--- config.mk ---
export PLATFORM = sky130hd
export DESIGN_NAME = frame_alarm_monitor
export DESIGN_NICKNAME = d
export VERILOG_FILES = /design/src/rtl/frame_alarm_pkg.sv /design/src/rtl/frame_alarm_monitor.sv
export SDC_FILE = /design/constraint.sdc
export NUM_CORES = 1
export LEC_CHECK = 0
export ABC_AREA = 1
export BUFFER_PORTS_ARGS = -buffer_cell sky130_fd_sc_hd__buf_2
export CORE_ASPECT_RATIO = 1.4
export CORE_MARGIN = 4
export CORE_UTILIZATION = 40
export DETAILED_ROUTE_END_ITERATION = 10
export GPL_TIMING_DRIVEN = 0
export PLACE_DENSITY_LB_ADDON = 0.05
export SLEW_MARGIN = 15
export SYNTH_ARGS = -nofsm -noshare
export SYNTH_HDL_FRONTEND = slang
export SYNTH_SLANG_ARGS = --single-unit
--- constraint.sdc ---
create_clock -name core_clk_i -period 3.5 [get_ports core_clk_i]
set_input_delay 0.7 -clock core_clk_i [delete_from_list [all_inputs] [get_ports core_clk_i]]
set_output_delay 0.7 -clock core_clk_i [all_outputs]
set_load 0.05 [all_outputs]
--- src/rtl/frame_alarm_pkg.sv ---
// constants, types and grading helpers for the frame and pointer alarm monitor
// Functional notes
// - loss of frame after 3 ms without framing
// - two consecutive valid framing patterns clear it
// - check pointer bytes every frame; each invalid one counts toward loss
// - raise pointer loss after eight consecutive invalid frames
// - three consecutive valid pointers clear pointer loss
// - same pointer check for each tributary pointer
// - optical: critical active, minor standby for frame
// - electrical port: frame loss always minor
// - pointer loss: major active, minor standby
package frame_alarm_pkg;

  // ----------------------------------------------------------------
  // sizes
  // ----------------------------------------------------------------
  localparam int NUM_PORTS = 2;
  localparam int NUM_TRIBS = 4;

  // ----------------------------------------------------------------
  // timing
  // ----------------------------------------------------------------
  localparam int CLK_MHZ = 250;
  localparam int FRAME_PERIOD_NS = 125000;
  localparam int FRAME_CYCLES_NOM = FRAME_PERIOD_NS * CLK_MHZ / 1000;
  localparam int FRAME_DIV_W = 15;
  localparam int LOF_TIME_US = 3000;
  localparam int LOF_FRAMES = (LOF_TIME_US * 1000) / FRAME_PERIOD_NS;
  localparam logic [4:0] LOF_SET_COUNT = 5'(LOF_FRAMES);
  localparam logic [1:0] LOF_CLEAR_COUNT = 2'h2;
  localparam logic [3:0] LOP_SET_COUNT = 4'h8;
  localparam logic [1:0] LOP_CLEAR_COUNT = 2'h3;

  // ----------------------------------------------------------------
  // types
  // ----------------------------------------------------------------
  typedef enum logic [1:0] {
    SEV_NONE = 2'h0,
    SEV_MINOR = 2'h1,
    SEV_MAJOR = 2'h2,
    SEV_CRITICAL = 2'h3
  } sev_level_t;

  typedef struct packed {
    sev_level_t level;
    logic service_affecting;
  } alarm_sev_t;

  typedef struct packed {
    logic frame_seen;
    logic framing_ok;
    logic pointer_ok;
  } rx_ovh_t;

  typedef struct packed {
    logic seen;
    logic ok;
  } trib_ptr_t;

  typedef struct packed {
    logic [3:0] bad;
    logic [1:0] good;
    logic lop;
  } ptr_st_t;

  typedef struct packed {
    logic [4:0] miss;
    logic [1:0] good;
    logic found;
    logic lof;
  } lof_st_t;

  // an alarm that is not raised grades as none; standby always grades minor
  function automatic alarm_sev_t grade_f(input logic raised, input logic at_top,
                                         input sev_level_t top);
    alarm_sev_t s;
    s.level = SEV_NONE;
    s.service_affecting = 1'b0;
    if (raised) begin
      s.level = at_top ? top : SEV_MINOR;
      s.service_affecting = at_top;
    end
    return s;
  endfunction

  // one received pointer, line or tributary
  function automatic ptr_st_t ptr_step_f(input ptr_st_t st, input logic ok);
    ptr_st_t n;
    n = st;
    if (ok) begin
      n.bad = 4'h0;
      if (st.lop) begin
        n.good = st.good + 2'h1;
        if (n.good == LOP_CLEAR_COUNT) begin
          n.lop = 1'b0;
          n.good = 2'h0;
        end
      end
    end else begin
      n.good = 2'h0;
      if (st.bad != LOP_SET_COUNT) begin
        n.bad = st.bad + 4'h1;
      end
      if (n.bad == LOP_SET_COUNT) begin
        n.lop = 1'b1;
      end
    end
    return n;
  endfunction

endpackage

--- src/rtl/frame_alarm_monitor.sv ---
// per-port loss-of-frame and loss-of-pointer alarm monitor with severity grading
`timescale 1ns/1ps
`default_nettype none
module frame_alarm_monitor
  import frame_alarm_pkg::*;
#(
  parameter int unsigned FRAME_CYCLES = FRAME_CYCLES_NOM
) (
  input wire logic core_clk_i,
  input wire logic reset_i,
  input wire logic card_active_i,
  input wire logic optical_line_card_i,
  input var rx_ovh_t [NUM_PORTS-1:0] rx_ovh_i,
  input var trib_ptr_t [NUM_TRIBS-1:0] trib_ptr_i,
  output logic [NUM_PORTS-1:0] lof_o,
  output logic [NUM_PORTS-1:0] lop_o,
  output logic [NUM_TRIBS-1:0] tributary_pointer_loss_o,
  output alarm_sev_t [NUM_PORTS-1:0] lof_sev_o,
  output alarm_sev_t [NUM_PORTS-1:0] lop_sev_o,
  output alarm_sev_t [NUM_TRIBS-1:0] trib_sev_o
);

  // ----------------------------------------------------------------
  // state
  // ----------------------------------------------------------------
  typedef struct packed {
    logic act_m;
    logic act_s;
    logic opt_m;
    logic opt_s;
    logic [FRAME_DIV_W-1:0] div;
    lof_st_t [NUM_PORTS-1:0] lof;
    ptr_st_t [NUM_PORTS-1:0] ptr;
    ptr_st_t [NUM_TRIBS-1:0] trib;
    alarm_sev_t [NUM_PORTS-1:0] lof_sev;
    alarm_sev_t [NUM_PORTS-1:0] lop_sev;
    alarm_sev_t [NUM_TRIBS-1:0] trib_sev;
  } state_t;

  state_t st;
  state_t next_st;
  logic tick;

  // nominal frame period keeps running while framing is lost
  assign tick = (st.div == FRAME_DIV_W'(FRAME_CYCLES - 1));

  // ----------------------------------------------------------------
  // next state
  // ----------------------------------------------------------------
  always_comb begin
    next_st = st;
    // card status pins are asynchronous to the frame clock
    next_st.act_m = card_active_i;
    next_st.act_s = st.act_m;
    next_st.opt_m = optical_line_card_i;
    next_st.opt_s = st.opt_m;
    next_st.div = tick ? '0 : st.div + FRAME_DIV_W'(1);
    for (int p = 0; p < NUM_PORTS; p++) begin
      if (rx_ovh_i[p].frame_seen) begin
        if (rx_ovh_i[p].framing_ok) begin
          next_st.lof[p].found = 1'b1;
          next_st.lof[p].miss = 5'h0;
          if (st.lof[p].lof) begin
            next_st.lof[p].good = st.lof[p].good + 2'h1;
            if (next_st.lof[p].good == LOF_CLEAR_COUNT) begin
              next_st.lof[p].lof = 1'b0;
              next_st.lof[p].good = 2'h0;
            end
          end
        end else begin
          next_st.lof[p].good = 2'h0;
        end
        next_st.ptr[p] = ptr_step_f(st.ptr[p], rx_ovh_i[p].pointer_ok);
      end
      // a whole frame period with no valid pattern extends the miss run
      if (tick) begin
        if (!next_st.lof[p].found) begin
          next_st.lof[p].good = 2'h0;
          if (st.lof[p].miss != LOF_SET_COUNT) begin
            next_st.lof[p].miss = st.lof[p].miss + 5'h1;
          end
          if (next_st.lof[p].miss == LOF_SET_COUNT) begin
            next_st.lof[p].lof = 1'b1;
          end
        end
        next_st.lof[p].found = 1'b0;
      end
      next_st.lof_sev[p] = grade_f(next_st.lof[p].lof, st.act_s & st.opt_s,
                                   SEV_CRITICAL);
      next_st.lop_sev[p] = grade_f(next_st.ptr[p].lop, st.act_s, SEV_MAJOR);
    end
    for (int t = 0; t < NUM_TRIBS; t++) begin
      if (trib_ptr_i[t].seen) begin
        next_st.trib[t] = ptr_step_f(st.trib[t], trib_ptr_i[t].ok);
      end
      next_st.trib_sev[t] = grade_f(next_st.trib[t].lop, st.act_s, SEV_MAJOR);
    end
  end

  always_ff @(posedge core_clk_i) begin
    if (reset_i) begin
      st <= '0;
    end else begin
      st <= next_st;
    end
  end

  // ----------------------------------------------------------------
  // outputs
  // ----------------------------------------------------------------
  always_comb begin
    for (int p = 0; p < NUM_PORTS; p++) begin
      lof_o[p] = st.lof[p].lof;
      lop_o[p] = st.ptr[p].lop;
    end
    for (int t = 0; t < NUM_TRIBS; t++) begin
      tributary_pointer_loss_o[t] = st.trib[t].lop;
    end
  end
  assign lof_sev_o = st.lof_sev;
  assign lop_sev_o = st.lop_sev;
  assign trib_sev_o = st.trib_sev;
endmodule // frame_alarm_monitor
`default_nettype wire

Word-level counts from Yosys, hierarchy flattened
Index checks and enable logic that the tools add are counted.
W data, S select, Z words.
{ "totals": {"out_inout_bits": 32, "inputBits": 18, "wordCells": 199, "ff_bits": 103} }
{ "classes": {"bitwise": 9, "reduce_logical": 15, "n_eq_ne": 31, "muxes": 80, "n_addsub": 17} }
{ "ops": {"columns": ["operator", "count"], "rows": [
  ["$mux W4", 18],
  ["$mux W7", 8],
  ["$mux W5", 8],
  ["$mux W3", 12],
  ["$mux W9", 4],
  ["$add A4 B1 Y4 const B", 6],
  ["$eq A4 B4 Y1 const B", 6],
  ["$ne A4 B4 Y1 const B", 6],
  ["$mux W1", 20],
  ["$mux W2", 10],
  ["$reduce_or A2 Y1", 9],
  ["$add A2 B1 Y2 const B", 8],
  ["$eq A2 B2 Y1 const B", 8],
  ["$add A15 B1 Y15 const B", 1],
  ["$eq A15 B15 Y1 const B", 1],
  ["$ne A2 B1 Y1 const B", 6],
  ["$reduce_and A2 Y1", 6],
  ["$add A5 B1 Y5 const B", 2],
  ["$eq A5 B5 Y1 const B", 2],
  ["$ne A5 B5 Y1 const B", 2],
  ["$not A1 Y1", 8],
  ["$and A1 B1 Y1", 1]
]} }

Depth between registers and ports, before layout
{ "depth": {"word_depth": 15, "depth_mapped": 13, "ltp_nobuf": 13} }

Least setup slack after synthesis
No wires, ideal clock.
{ "synth_timing": {"path_type": "input -> register", "start": "in rx_ovh_i[1] in the netlist's numbering", "end": "reg st, in the netlist lof_sev_o[2]", "stages": 9, "path_buffers": 0, "setup_ns": 0.062, "required_time_ns": 3.438, "slack_ns": 1.998, "arrival_time_ns": 1.440, "cell_sequence": "nand2_2 inv_2 nor2_2 nand3_2 nor2_1 nand2_1 nand2_1 nand2_2 nor2_2"} }
{ "synth_via": {"elab_chain_len": 11, "word_cells_on_any_way": 12, "classes_between": "1 x eq/ne; 9 x mux; 1 x bitwise; 1 x reduce/logical"} }
{ "synth_rtl": {"columns": ["item", "line_no", "source"], "rows": [
  ["start: declaration", "frame_alarm_monitor.sv:13", "input var rx_ovh_t [NUM_PORTS-1:0] rx_ovh_i,"],
  ["$mux W5", "frame_alarm_monitor.sv:60", "if (rx_ovh_i[p].framing_ok) begin"],
  ["$mux W9 (*)", "frame_alarm_monitor.sv:59", "if (rx_ovh_i[p].frame_seen) begin"],
  ["$mux W5", "frame_alarm_monitor.sv:79", "if (st.lof[p].miss != LOF_SET_COUNT) begin"],
  ["$mux W5", "frame_alarm_monitor.sv:77", "if (!next_st.lof[p].found) begin"],
  ["$mux W5", "frame_alarm_monitor.sv:76", "if (tick) begin"],
  ["$eq A5 B5 Y1", "frame_alarm_monitor.sv:82", "if (next_st.lof[p].miss == LOF_SET_COUNT) begin"],
  ["$mux W1", "frame_alarm_monitor.sv:82", null],
  ["$mux W1", "frame_alarm_monitor.sv:77", null],
  ["$mux W9 (*)", "frame_alarm_monitor.sv:76", null],
  ["$not A1 Y1 (no source line) (*)", null, null],
  ["$reduce_or A2 Y1 (no source line) (*)", null, null],
  ["end signal: assignment", "frame_alarm_monitor.sv:104", "st <= next_st;"],
  ["end: declaration", "frame_alarm_monitor.sv:40", "state_t st;"]
]} }
Mark *: on every way between the ends. The rest lies on a longest branch, timed or not. The select of a mux whose other input is x is not followed.
A chain may end at the register's enable or synchronous reset.

Final worst setup path
{ "layout_timing": {"start": "reg st, in the netlist lop_o[1]", "end": "out lop_o[1]"} }
{ "layout_rtl": {"columns": ["item", "line_no", "source"], "rows": [
  ["end: declaration", "frame_alarm_monitor.sv:16", "output logic [NUM_PORTS-1:0] lop_o,"]
]} }
No word-level cell between the ends.

==> flow_metrics.py <==
metrics = {
    "setup_path": {
        "path_class": "register to output port",
        "crit_slowest_cell": "dfxtp_1",
        "crit_path_cell_trace": "buf_4, buf_2",
        "path_max_fanout": 6,
        "startpoint": "lop_o[1]$_SDFF_PP0_",
        "start_kind": "register",
        "cpPeakStageDelay_ns": 0.43,
        "regToRegStartpoint": "st[84]$_SDFF_PP0_",
        "cp.required_ns": 2.80,
        "crit_arrival_ns": 1.15,
        "endpoint_kind": "output port",
    },
    "sta": {
        "period_minus_slack_ns": 1.85,
        "relSlewSlack_pct": 51.0,
        "setup_viol": 0,
        "fin_hold_ws_ns": 0.409,
        "setup_tns_ns": 0,
        "worst_slew_pin_slew_ns": 0.735,
        "rsz0062_at_grt": "no",
        "clock-skew-final_ns": 0.00679,
        "drv_slew": 0,
        "hold_viol": 0,
        "fmax_mhz": 541,
        "timing.final.ws_setup_ns": 1.65,
        "timing.final.crit_share_pct": 52.9,
    },
    "synth": {
        "synth_top_cell_area_share_pct": 39.1,
        "yosys_warnings": 0,
        "avgSynthCellArea_um2": 7.24,
        "async_reset_ff_share_pct": 0,
        "ys_types": 40,
        "synth_area_um2": 4860,
        "syn_inst": 672,
        "synth_edf_count": 0,
        "synth_top_area_cell": "dfxtp_1",
        "synth_ff_type": "dfxtp_1",
        "seq_area_frac_synth_pct": 39.1,
        "synth_area_leaders": "dfxtp_1 39%, nand2_1 11%, inv_1 7.8%, a21oi_1 5.2%, buf_4 5.1%",
        "synth_nets": 708,
        "ys_ff_latch": 95,
    },
    "clock_tree": {
        "cts-hold-fix-buffers": 0,
        "htree_levels": 3,
        "clkTransAtPathRegs_ns": 0.07,
        "worstSkewPairLatency_ns": 0.34,
        "clockBufferDepth": 2,
        "cts_tree": "built",
        "root_buffer": "clkbuf_16",
        "ctsResizeCount": 0,
        "cts_buffers": 9,
        "post_cts_buffers": 0,
        "numClockSinks": 95,
    },
    "die": {
        "die-area_um2": 14000,
        "rows": 47,
        "core_area_um2": 11900,
        "io_pins": 50,
        "die_h_um": 138,
        "die_w_um": 101,
        "start_util_pct": 40.9,
    },
    "route": {
        "drc_errors": 0,
        "vias": 4271,
        "wire_per_inst_um": 12.1,
        "drt_pass1_iterations": 4,
        "ant_nets": 0,
        "vias_per_cell": 4.84,
        "drt_first_iter_violations": 144,
        "drt-total-wl_um": 10700,
    },
    "placed_design": {
        "dp_slack_ns": 1.30,
        "placement.io_buffers": 49,
        "gp_congestion": 0.832,
        "hpwl_um": 8190,
    },
    "final_layout": {
        "nNetsFinal": 768,
        "area_delta_synth_final_pct": 14.9,
        "multiInputGateArea_um2": 2270,
        "diodes": 0,
        "fillCellCount": 1224,
        "regArea_um2": 1900,
        "drive_gt1_share_pct": 18.8,
    },
    "grt": {
        "grt_pass1_vias": 4024,
        "grt_antenna_before_repair": 0,
        "grt_max_degree": 17,
        "grt.total_usage_pct": 15.8,
        "grt_pass1_wl_um": 18200,
        "grt-ovfl-total": 0,
    },
    "run": {
        "cap_violations": 0,
    },
    "power": {
        "power.density_nw_per_um2": 397,
        "p_leak_nw": 2.52,
        "peakVddDrop_mv": 0.236,
    },
    "hold_path": {
        "hp-start": "next_st[99]$_SDFF_PP0_",
        "hp-class": "register to register",
    },
    "outcome": {
        "status": "complete, no violations",
    },
}
==> critical path, delay by kind of cell (launching register included) <==
family                 cells  cell delay [ns]
buffers and inverters      2             0.39
DFF                        1             0.43
==> state kept, by name, indices dropped and copies added, names as in the netlist <==
name	flops
lop_o	2
lop_sev_o	4
tributary_pointer_loss_o	4
next_st	2
lof_sev_o	4
trib_sev_o	8
st	69
lof_o	2
==> metrics by stage <==
step / std cells / total power, mW / instance area (um^2) / util [%]
3_5_place_dp: 868 / 1.26 / 5290 / 44.6
2_1_floorplan: 672 / 1.22 / 4860 / -
5_1_grt: 883 / 2.32 / 5590 / 47.0
6_report: 883 / 2.22 / 5590 / 47.0
3_3_place_gp: 868 / 1.26 / 5290 / 44.6
4_1_cts: 883 / 2.25 / 5590 / 47.0
==> layout make-up <==
class | instances | share of cell area, %
Buffer | 40 | 5.06
Clock buffer | 9 | 4.03
Clock inverter | 6 | 1.23
Inverter | 108 | 7.28
Multi-Input combinational cell | 429 | 40.7
Sequential cell | 95 | 34.0
Tap cell | 147 | 3.29
Timing Repair Buffer | 49 | 4.39
==> report_power, final <==
part | leakage [nW] | switching [mW] | internal, mW
clock | 0.142 | 0.425 | 0.555
combinational | 1.61 | 0.0824 | 0.0412
sequential | 0.770 | 0.0147 | 1.10
==> per-layer routing <==
metal / track usage, % / part of all wire (%) / vias up
li1: - / - / 2230
met1: 18.8 / 43 / 1938
met2: 27.9 / 51 / 86
met3: 2.42 / 3.9 / 17
met4: 6.44 / 2.2 / 0
met5: 0 / 0 / -
==> kinds of logic (layout without fill, tap and decap cells) <==
| group | after synthesis | in the layout | share of synthesized area, % |
|---|---|---|---|
| AND/OR/NAND/NOR | 302 | 302 | 28.8 |
| buffers and inverters | 148 | 212 | 14.2 |
| AO/OA/AOI/OAI | 93 | 93 | 10.4 |
| flip-flops | 95 | 95 | 39.1 |
| XOR/XNOR | 16 | 16 | 2.88 |
| adder cells (fa/ha/maj) | 18 | 18 | 4.63 |
==> placed cells by master, fill, tap and decap left out, drive strengths merged, types with 3 or more instances in the layout <==
master	count
clkbuf	11
nor3	11
o22ai	3
ha	18
xor2	15
buf	87
clkinv	3
nand3b	4
nand4	15
nand2	143
nor2	70
dfxtp	95
nand3	51
o21ai	25
inv	109
a2bb2oi	3
a21oi	52
a31oi	4
or2	5
==> cell usage after synthesis (2+ instances only) <==
cell type    n
dfxtp_1     95
o22ai_1      3
inv_1      101
a31oi_1      4
nand3_2      5
buf_1        4
nor2_1      60
nand3_1     46
a2bb2oi_1    3
o21bai_1     2
a21oi_1     51
nor2_2       9
nand3b_1     4
o21ai_0     25
buf_4       33
nor3_2       5
nor3_1       5
ha_1        18
xor2_1      15
nand2_1    137
nand4_1     15
and3_1       2
nand2_2      5
or2_2        3
inv_2        6
o31ai_1      2
==> path summary, 6_finish.rpt <==
kind | end | slack, ns | depth (start not counted)
setup / recovery | lop_o[1] | 1.65 | 2
hold / removal | st[99]$_SDFF_PP0_ | 0.41 | 2
setup reg to reg | st[94]$_SDFF_PP0_ | 1.87 | 9
hold reg to reg | st[99]$_SDFF_PP0_ | 0.41 | 2
Note: power is estimated with default switching activity, not from simulation.
